## src/rtl/pmc_pkg.sv

```systemverilog
// shared constants, types and register map of the power mode controller
package pmc_pkg;

    // ---------------------------------------------------------------
    // register bus
    // ---------------------------------------------------------------
    localparam int unsigned ADDR_W = 8;
    localparam int unsigned DATA_W = 32;

    localparam logic [7:0] ADDR_CTRL      = 8'h00;
    localparam logic [7:0] ADDR_SLEEP_CFG = 8'h04;
    localparam logic [7:0] ADDR_STATUS    = 8'h08;
    localparam logic [7:0] ADDR_RTC_LO    = 8'h0C;
    localparam logic [7:0] ADDR_RTC_HI    = 8'h10;
    localparam logic [7:0] ADDR_CMP_LO    = 8'h14;
    localparam logic [7:0] ADDR_CMP_HI    = 8'h18;
    localparam logic [7:0] ADDR_SLOW_INC  = 8'h1C;
    localparam logic [7:0] ADDR_ID        = 8'h20;
    // retained memory occupies every address with bit 7 set
    localparam int unsigned MEM_SEL_BIT   = 7;

    // ---------------------------------------------------------------
    // control and status register fields
    // ---------------------------------------------------------------
    localparam int unsigned CTRL_SLEEP_GO   = 0;
    localparam int unsigned CTRL_AUTO_SLOW  = 1;
    localparam int unsigned CTRL_PIN_EN     = 2;
    localparam int unsigned CTRL_PIN_LEVEL  = 3;
    localparam int unsigned CTRL_TIMER_EN   = 4;
    localparam int unsigned STAT_STATE_LSB  = 0;
    localparam int unsigned STAT_PEND       = 4;
    localparam int unsigned STAT_WAKE_PIN   = 5;
    localparam int unsigned STAT_WAKE_TIMER = 6;
    localparam int unsigned STAT_FAULT      = 7;

    // ---------------------------------------------------------------
    // reset values and sizes
    // ---------------------------------------------------------------
    localparam int unsigned NUM_SUPPLIES   = 3;
    localparam int unsigned RTC_W          = 64;
    localparam int unsigned MEM_BYTES      = 128;
    localparam logic [7:0]  SLEEP_CFG_RST  = 8'h07;
    localparam logic [31:0] SLOW_INC_RST   = 32'h0000_0140;
    // arbitrary neutral value, names no real part
    localparam logic [31:0] BLOCK_ID       = 32'h0000_A5A5;

    // ---------------------------------------------------------------
    // timing
    // ---------------------------------------------------------------
    localparam int unsigned CLK_HZ      = 10_000_000;
    localparam int unsigned SLOW_OSC_HZ = 31_250;
    localparam int unsigned SLOW_DIV    = CLK_HZ / SLOW_OSC_HZ;

    // ---------------------------------------------------------------
    // types
    // ---------------------------------------------------------------
    typedef enum logic [3:0] {
        PMC_AWAKE   = 4'h0,
        PMC_S_CLK   = 4'h1,
        PMC_S_RST   = 4'h2,
        PMC_S_SUP   = 4'h3,
        PMC_ASLEEP  = 4'h4,
        PMC_W_SUP   = 4'h5,
        PMC_W_RST   = 4'h6,
        PMC_W_CLK   = 4'h7
    } pmc_state_type;

    typedef struct packed {
        logic                    rst_assert;
        logic                    clk_mask;
        logic [NUM_SUPPLIES-1:0] pulse_skip;
        logic [NUM_SUPPLIES-1:0] supply_en;
    } pmc_sleep_cfg_type;

    typedef struct packed {
        logic [ADDR_W-1:0] addr;
        logic [DATA_W-1:0] wdata;
        logic              wr;
        logic              rd;
    } pmc_bus_req_type;

endpackage

```

## src/rtl/pmc_ctrl.sv

```systemverilog
// power mode controller with real-time counter and retained memory
//
// Implementation choices: the address-and-strobe port and the placing of the registers.
`timescale 1ns/10ps
`default_nettype none

module pmc_ctrl
#(
    parameter int unsigned MEM_WORDS = pmc_pkg::MEM_BYTES / 4
)
(
    // clock and reset
    input  wire logic                                i_core_clk,
    input  wire logic                                i_rst,
    // register port
    input  wire pmc_pkg::pmc_bus_req_type            i_bus,
    output logic [pmc_pkg::DATA_W-1:0]               o_rdata,
    // wake pin and supply status
    input  wire logic                                i_wake_pin,
    input  wire logic [pmc_pkg::NUM_SUPPLIES-1:0]    i_pgood,
    // power controls
    output logic [pmc_pkg::NUM_SUPPLIES-1:0]         o_supply_en,
    output logic [pmc_pkg::NUM_SUPPLIES-1:0]         o_pulse_skip,
    output logic                                     o_clock_mask,
    output logic                                     o_core_reset,
    output logic                                     o_digital_node_on,
    output logic                                     o_switched_io_supply,
    output logic                                     o_watchdog_en,
    output logic                                     o_rtc_slow,
    output logic                                     o_sys_reset
);
    import pmc_pkg::*;

    // the word index is five address bits wide
    if (MEM_WORDS < 1 || MEM_WORDS > 32)
    begin : g_bad_mem_words
        $error("MEM_WORDS must be 1 to 32");
    end

    localparam logic [NUM_SUPPLIES-1:0] ALL_ON  = '1;
    localparam logic [8:0]              DIV_MAX = 9'(SLOW_DIV - 1);

    // ---------------------------------------------------------------
    // state
    // ---------------------------------------------------------------
    pmc_state_type           state, next_state;
    pmc_sleep_cfg_type       sleep_cfg;
    logic                    auto_slow, pin_en, pin_level, timer_en;
    logic                    wake_pend, wake_by_pin, wake_by_timer, fault_flag;
    logic [RTC_W-1:0]        rtc, cmp;
    logic [31:0]             slow_inc, rtc_hi_snap;
    logic [8:0]              div_cnt;
    logic                    slow_tick;
    logic [NUM_SUPPLIES-1:0] pg_q;
    logic [DATA_W-1:0]       mem [0:MEM_WORDS-1];
    logic [DATA_W-1:0]       next_rdata;
    logic                    wr_ctrl, sleep_go, pin_hit, cmp_hit;
    logic                    in_transit, pg_fault, mem_sel;
    logic [4:0]              mem_idx;

    assign wr_ctrl    = i_bus.wr && (i_bus.addr == ADDR_CTRL);
    // accepted only while awake, any other time the strobe is dropped
    assign sleep_go   = wr_ctrl && i_bus.wdata[CTRL_SLEEP_GO];
    assign pin_hit    = pin_en && (i_wake_pin == pin_level);
    assign cmp_hit    = timer_en && (rtc >= cmp);
    assign in_transit = (state != PMC_AWAKE) && (state != PMC_ASLEEP);
    // a supply that was good and is still meant to be on went bad
    assign pg_fault   = in_transit && |(pg_q & ~i_pgood & o_supply_en);
    assign mem_sel    = i_bus.addr[MEM_SEL_BIT];
    assign mem_idx    = i_bus.addr[6:2];

    // ---------------------------------------------------------------
    // sequencer
    // ---------------------------------------------------------------
    always_comb
    begin
        next_state = state;
        case (state)
            PMC_AWAKE:
                if (sleep_go)
                    next_state = PMC_S_CLK;
            PMC_S_CLK:
                next_state = PMC_S_RST;
            PMC_S_RST:
                next_state = PMC_S_SUP;
            PMC_S_SUP:
                // only the supplies kept on need to report good
                if ((i_pgood & o_supply_en) == o_supply_en)
                    next_state = PMC_ASLEEP;
            PMC_ASLEEP:
                if (wake_pend || pin_hit || cmp_hit)
                    next_state = PMC_W_SUP;
            PMC_W_SUP:
                if (i_pgood == ALL_ON)
                    next_state = PMC_W_RST;
            PMC_W_RST:
                next_state = PMC_W_CLK;
            PMC_W_CLK:
                next_state = PMC_AWAKE;
            default:
                next_state = PMC_AWAKE;
        endcase
        if (pg_fault)
            next_state = PMC_AWAKE;
    end

    always_ff @(posedge i_core_clk or posedge i_rst)
    begin
        if (i_rst)
            state <= PMC_AWAKE;
        else
            state <= next_state;
    end

    always_ff @(posedge i_core_clk or posedge i_rst)
    begin
        if (i_rst)
            pg_q <= '0;
        else
            pg_q <= i_pgood;
    end

    // ---------------------------------------------------------------
    // power outputs, driven from the state being entered, except o_sys_reset from pg_fault
    // ---------------------------------------------------------------
    always_ff @(posedge i_core_clk or posedge i_rst)
    begin
        if (i_rst)
        begin
            o_supply_en          <= ALL_ON;
            o_pulse_skip         <= '0;
            o_clock_mask         <= 1'b0;
            o_core_reset         <= 1'b0;
            o_digital_node_on    <= 1'b1;
            o_switched_io_supply <= 1'b1;
            o_watchdog_en        <= 1'b1;
            o_rtc_slow           <= 1'b0;
            o_sys_reset          <= 1'b0;
        end
        else
        begin
            o_switched_io_supply <= (next_state == PMC_AWAKE);
            o_watchdog_en        <= (next_state == PMC_AWAKE);
            o_digital_node_on    <= (next_state != PMC_ASLEEP);
            o_rtc_slow           <= (next_state == PMC_ASLEEP) && auto_slow;
            o_sys_reset          <= pg_fault;
            case (next_state)
                PMC_S_CLK:
                    o_clock_mask <= sleep_cfg.clk_mask;
                PMC_W_RST:
                    o_core_reset <= 1'b0;
                PMC_S_RST:
                    o_core_reset <= sleep_cfg.rst_assert;
                PMC_S_SUP:
                begin
                    o_supply_en  <= sleep_cfg.supply_en;
                    o_pulse_skip <= sleep_cfg.pulse_skip;
                end
                PMC_W_SUP:
                begin
                    o_supply_en  <= ALL_ON;
                    o_pulse_skip <= '0;
                end
                PMC_W_CLK:
                    o_clock_mask <= 1'b0;
                PMC_AWAKE:
                begin
                    o_supply_en  <= ALL_ON;
                    o_pulse_skip <= '0;
                    o_clock_mask <= 1'b0;
                    o_core_reset <= 1'b0;
                end
                default:
                    o_supply_en  <= o_supply_en;
            endcase
        end
    end

    // ---------------------------------------------------------------
    // wake capture
    // ---------------------------------------------------------------
    // held from sleep entry on so a stimulus during entry is not lost
    always_ff @(posedge i_core_clk or posedge i_rst)
    begin
        if (i_rst)
            wake_pend <= 1'b0;
        else if (next_state == PMC_AWAKE)
            wake_pend <= 1'b0;
        else
            wake_pend <= wake_pend || pin_hit || cmp_hit;
    end

    // cause flags are sticky; a new cause wins over a clearing write
    always_ff @(posedge i_core_clk or posedge i_rst)
    begin
        if (i_rst)
        begin
            wake_by_pin   <= 1'b0;
            wake_by_timer <= 1'b0;
            fault_flag    <= 1'b0;
        end
        else
        begin
            if (state == PMC_ASLEEP && next_state == PMC_W_SUP)
            begin
                wake_by_pin   <= wake_by_pin || pin_hit;
                wake_by_timer <= wake_by_timer || cmp_hit;
            end
            else if (i_bus.wr && i_bus.addr == ADDR_STATUS)
            begin
                wake_by_pin   <= wake_by_pin && !i_bus.wdata[STAT_WAKE_PIN];
                wake_by_timer <= wake_by_timer && !i_bus.wdata[STAT_WAKE_TIMER];
            end
            if (pg_fault)
                fault_flag <= 1'b1;
            else if (i_bus.wr && i_bus.addr == ADDR_STATUS && i_bus.wdata[STAT_FAULT])
                fault_flag <= 1'b0;
        end
    end

    // ---------------------------------------------------------------
    // real-time counter
    // ---------------------------------------------------------------
    always_ff @(posedge i_core_clk or posedge i_rst)
    begin
        if (i_rst)
        begin
            div_cnt   <= '0;
            slow_tick <= 1'b0;
        end
        else
        begin
            slow_tick <= (div_cnt == DIV_MAX);
            div_cnt   <= (div_cnt == DIV_MAX) ? 9'h000 : div_cnt + 9'h001;
        end
    end

    always_ff @(posedge i_core_clk or posedge i_rst)
    begin
        if (i_rst)
            rtc <= '0;
        else if (o_rtc_slow)
        begin
            if (slow_tick)
                rtc <= rtc + {32'h0000_0000, slow_inc};
        end
        else
            rtc <= rtc + 64'h0000_0000_0000_0001;
    end

    // ---------------------------------------------------------------
    // registers
    // ---------------------------------------------------------------
    always_ff @(posedge i_core_clk or posedge i_rst)
    begin
        if (i_rst)
        begin
            auto_slow <= 1'b0;
            pin_en    <= 1'b0;
            pin_level <= 1'b0;
            timer_en  <= 1'b0;
            sleep_cfg <= SLEEP_CFG_RST;
            cmp       <= '1;
            slow_inc  <= SLOW_INC_RST;
        end
        else if (i_bus.wr)
        begin
            case (i_bus.addr)
                ADDR_CTRL:
                begin
                    auto_slow <= i_bus.wdata[CTRL_AUTO_SLOW];
                    pin_en    <= i_bus.wdata[CTRL_PIN_EN];
                    pin_level <= i_bus.wdata[CTRL_PIN_LEVEL];
                    timer_en  <= i_bus.wdata[CTRL_TIMER_EN];
                end
                ADDR_SLEEP_CFG: sleep_cfg     <= i_bus.wdata[7:0];
                ADDR_CMP_LO:    cmp[31:0]     <= i_bus.wdata;
                ADDR_CMP_HI:    cmp[63:32]    <= i_bus.wdata;
                ADDR_SLOW_INC:  slow_inc      <= i_bus.wdata;
                default:        slow_inc      <= slow_inc;
            endcase
        end
    end

    // retained words are never reset so they survive sleep and fault resets
    always_ff @(posedge i_core_clk)
    begin
        if (i_bus.wr && mem_sel && (32'(mem_idx) < MEM_WORDS))
            mem[mem_idx] <= i_bus.wdata;
    end

    // reading the low word freezes the high word for a coherent pair
    always_ff @(posedge i_core_clk or posedge i_rst)
    begin
        if (i_rst)
            rtc_hi_snap <= '0;
        else if (i_bus.rd && i_bus.addr == ADDR_RTC_LO)
            rtc_hi_snap <= rtc[63:32];
    end

    always_comb
    begin
        next_rdata = '0;
        if (mem_sel && (32'(mem_idx) < MEM_WORDS))
            next_rdata = mem[mem_idx];
        else
        begin
            case (i_bus.addr)
                ADDR_CTRL:
                    next_rdata = {27'h0000000, timer_en, pin_level, pin_en,
                                  auto_slow, 1'b0};
                ADDR_SLEEP_CFG: next_rdata = {24'h000000, sleep_cfg};
                ADDR_STATUS:
                    next_rdata = {24'h000000, fault_flag, wake_by_timer,
                                  wake_by_pin, wake_pend, state};
                ADDR_RTC_LO:    next_rdata = rtc[31:0];
                ADDR_RTC_HI:    next_rdata = rtc_hi_snap;
                ADDR_CMP_LO:    next_rdata = cmp[31:0];
                ADDR_CMP_HI:    next_rdata = cmp[63:32];
                ADDR_SLOW_INC:  next_rdata = slow_inc;
                ADDR_ID:        next_rdata = BLOCK_ID;
                default:        next_rdata = '0;
            endcase
        end
    end

    always_ff @(posedge i_core_clk or posedge i_rst)
    begin
        if (i_rst)
            o_rdata <= '0;
        else if (i_bus.rd)
            o_rdata <= next_rdata;
        else
            o_rdata <= '0;
    end

endmodule // pmc_ctrl

`default_nettype wire

```

## config.mk

```make
export PLATFORM = sky130hd
export DESIGN_NAME = pmc_ctrl
export DESIGN_NICKNAME = d
export VERILOG_FILES = /design/src/rtl/pmc_pkg.sv /design/src/rtl/pmc_ctrl.sv
export SDC_FILE = /design/constraint.sdc
export NUM_CORES = 2
export LEC_CHECK = 0
export BUFFER_PORTS_ARGS = -buffer_cell sky130_fd_sc_hd__buf_2
export CAP_MARGIN = 20
export CORE_MARGIN = 1.5
export CORE_UTILIZATION = 64
export DETAILED_ROUTE_END_ITERATION = 6
export PLACE_DENSITY = 0.91
export SLEW_MARGIN = 15
export SYNTH_ARGS = -nofsm -noshare
export SYNTH_HDL_FRONTEND = slang
export SYNTH_SLANG_ARGS = --single-unit
```

## constraint.sdc

```tcl
create_clock -name i_core_clk -period 21.9 [get_ports i_core_clk]
set_input_delay 1.095 -clock i_core_clk [delete_from_list [all_inputs] [get_ports i_core_clk]]
set_output_delay 1.095 -clock i_core_clk [all_outputs]
set_load 0.01 [all_outputs]
```

==> results.ini <==
[worst_setup_path]
cp_max_fo=35
cpMaxStageDelayCell=a21oi_2
crit_top_cell=o211ai_1
max_stage_delay_ps=950
cp_cell_sequence=buf_4 > nand2_1 > inv_1 > ha_1 > a21o_1 > a21oi_1 > o211ai_1 > and2_1 > a211oi_1 > or4b_1 > a21oi_2 > o211ai_1 > xnor2_1
setup.worst_path.end_class=register
startpoint_type=register
path_buf_inv=2
critPathTopFamily=compound AO/OA/AOI/OAI gates
critPathKind=reg -> reg
cp.required_ps=22490
cp.arrival_ps=4800

[power_and_ir_drop]
seqPwrFrac=0.522
netSwitchingFraction=0.2329
p_per_area_nw_per_um2=87.23
pwr-share-comb=0.061
ir_drop_mv=0.07894
leakage_uw=0.02082
power_frac_clock=0.416
p_switching_uw=1213
intPower_uw=3996

[yosys]
async_flop_share=0.2080
seq_area_frac_synth=0.7057
synth_area_per_cell_um2=17.91
syn-cell-area_um2=53240
synth_compound_area_frac=0.06140
yosys.cell_types.count=74
yosysWarnings=0
synthMuxAreaShare=0.1471
synth_edf_count=1024
synth_xor_area_frac=0.01020
ys.flop_type=edfxtp_1
synth_top_family_by_area=multiplexers
syn_nets=3119
synth-simple-area-share=0.03447
yosys_register_bits=1293
synth_adder_area_share=0.02317
syn_inst=2973

[global_route]
grt-ovfl-total=0
grt_max_degree=118
grt_pass1_wl_um=237400
antenna_found_initial=32
grt_usage=0.3958
first_global_vias=32733

[sta]
post-route-period-util=0.1923
setup_violations=0
rsz0062_at_grt=no
fin_tns_setup_ps=0
skew_ps=37.96
period_needed_ps=4211
drv_slew=0
setup_ws_ps=17690
worst_slew_pin_slew_ps=1193
slew_headroom=0.2045
fmax_mhz=237.5
hold_viol=0

[placed_design]
dp.cells=4041
io_buffers=92
place_ws_ps=16910
gp_congestion=0.9286
hpwl_um=93490

[drt]
vias=33604
wirelength_um=174000
via_per_inst=7.839
drt_iter0_drc=6582
ant_nets=0
drc=13
drtPass1Iterations=7
wl_per_cell_um=40.59

[floorplanning]
die_area_um2=84930
die_width_um=291.4
core_area_um2=82240
dieHeight_um=291.4
rows=105
start_util=0.6474
io_pins=93

[worst_hold_path]
hp-class=reg -> reg

[final_layout]
seq_area_um2=37570
nets=3250
nFillCells=4317
instances_no_fill=4287
drive_gt1_frac=0.2776
final_core_util=0.7262
multi_input_area_um2=14980
area_delta_synth_final_pct=12.16

[cts]
cts_buffers=118
clock-sinks=1293
post_cts_buffers=0
hold_buffers=0
tritoncts=built
clock_latency_ps=720
cts_resized=0
htreeDepth=3
cts_root_buf=clkbuf_16
clock_path_buffers=3
cts.clk_slew.worst_paths_ps=70

[outcome]
failed_checks=design-rule violations
status=finished with violations

[job]
drv_cap=0

power by group through the flow:
stage	sequential, uW	combinational [uW]	clock, uW
2_1_floorplan	2760	165	0
3_3_place_gp	2760	273	0
3_5_place_dp	2770	291	0
4_1_cts	2720	301	2140
5_1_grt	2720	327	2240
6_report	2720	320	2170
kinds of logic after synthesis:
family | after synthesis
DFF | 1293
AOI/OAI and AO/OA | 482
muxes | 433
and+or+nand+nor | 370
buffers and inverters | 234
adders and majority gates | 98
xor gates and xnor gates | 62
other | 1
per-stage QoR:
step | cell area [um2] | power [uW] | hold slack, ps
2_1_floorplan | 53240 | 2922 | 447.9
3_3_place_gp | 55030 | 3036 | 461.8
3_5_place_dp | 55380 | 3057 | 494.0
4_1_cts | 59380 | 5161 | 503.1
5_1_grt | 59700 | 5290 | 519.5
6_report | 59720 | 5209 | 503.0
cell type report:
| cell class | count | area share |
|---|---|---|
| Clock buffer | 156 | 0.05546 |
| Antenna cell | 11 | 0.0004609 |
| Tap cell | 1070 | 0.02242 |
| Timing Repair Buffer | 159 | 0.02472 |
| Sequential cell | 1293 | 0.6292 |
| Inverter | 86 | 0.005531 |
| Clock inverter | 66 | 0.01146 |
| Multi-Input combinational cell | 1446 | 0.2508 |
synthesized netlist by cell type (all sizes together), types with 25 or more instances:
master,number,area share
a21oi,96,0.0092
nor2,102,0.0072
o21ai,93,0.0087
and2,35,0.0041
mux2,157,0.033
mux4,264,0.11
a22oi,25,0.0035
nand2,93,0.0066
buf,71,0.0064
ha,97,0.023
inv,86,0.0061
o22ai,66,0.0078
xnor2,49,0.0081
edfxtp,1024,0.58
clkbuf,77,0.0054
nand3,26,0.0024
and3,25,0.0029
dfrtp,195,0.092
a31oi,33,0.0039
dfstp,74,0.037
worst paths after layout:
kind	from	end	slack, ps	cells after the start
worst max-delay path	o_rtc_slow$_DFF_PP0_	rtc[51]$_DFFE_PP0P_	17690	13
worst min-delay path	o_pulse_skip[2]$_DFFE_PP0P_	o_pulse_skip[2]$_DFFE_PP0P_	500	1
worst max register to register	o_rtc_slow$_DFF_PP0_	rtc[51]$_DFFE_PP0P_	17690	13
worst min register to register	o_pulse_skip[2]$_DFFE_PP0P_	o_pulse_skip[2]$_DFFE_PP0P_	500	1
max in group asynchronous	i_rst	cmp[53]$_DFFE_PP1P_	19630	5
min in group asynchronous	i_rst	rtc_hi_snap[8]$_DFFE_PP0P_	560	2
cell usage in the layout (no fill, tap or decap), types with 20 or more instances in the layout:
cell type     n
dfrtp_1     195
mux2_2      157
edfxtp_1   1024
dfstp_2      74
ha_1         97
a31oi_1      33
nor2_4       32
o22ai_1      66
clkinv_2     20
nor3_1       20
clkbuf_16   123
a22oi_1      25
a222oi_1     22
clkbuf_1     22
buf_2        90
o21ai_0      93
buf_4        38
nand2_1      92
mux4_2      264
a21oi_1      93
xnor2_1      49
and3_1       25
o211ai_1     22
inv_1        84
and2_1       35
nor2_1       65
nand3_1      26
per-layer routing:
layer | track usage | wire [um] | share of wire | vias up
met5 | 0 | 381 | 0.0022 | -
met4 | 0.2547 | 16200 | 0.093 | 40
met3 | 0.1312 | 28380 | 0.16 | 1060
met2 | 0.6000 | 77260 | 0.44 | 3917
met1 | 0.4947 | 51770 | 0.30 | 16319
li1 | - | - | - | 12268
worst register-to-register path: stages (launching register included):
cell	delay, ps
dfrtp_1	370
buf_4	250
nand2_1	160
inv_1	50
ha_1	270
a21o_1	110
a21oi_1	120
o211ai_1	210
and2_1	380
a211oi_1	200
or4b_1	560
a21oi_2	950
o211ai_1	280
xnor2_1	200
sequential cells by signal (all words and copies together) (netlist names), 8 cells and up:
signal / flops
cmp: 64
div_cnt: 9
mem: 1024
o_rdata: 32
rtc: 64
rtc_hi_snap: 32
sleep_cfg: 8
slow_inc: 32
(Power assumes the default switching activity.)
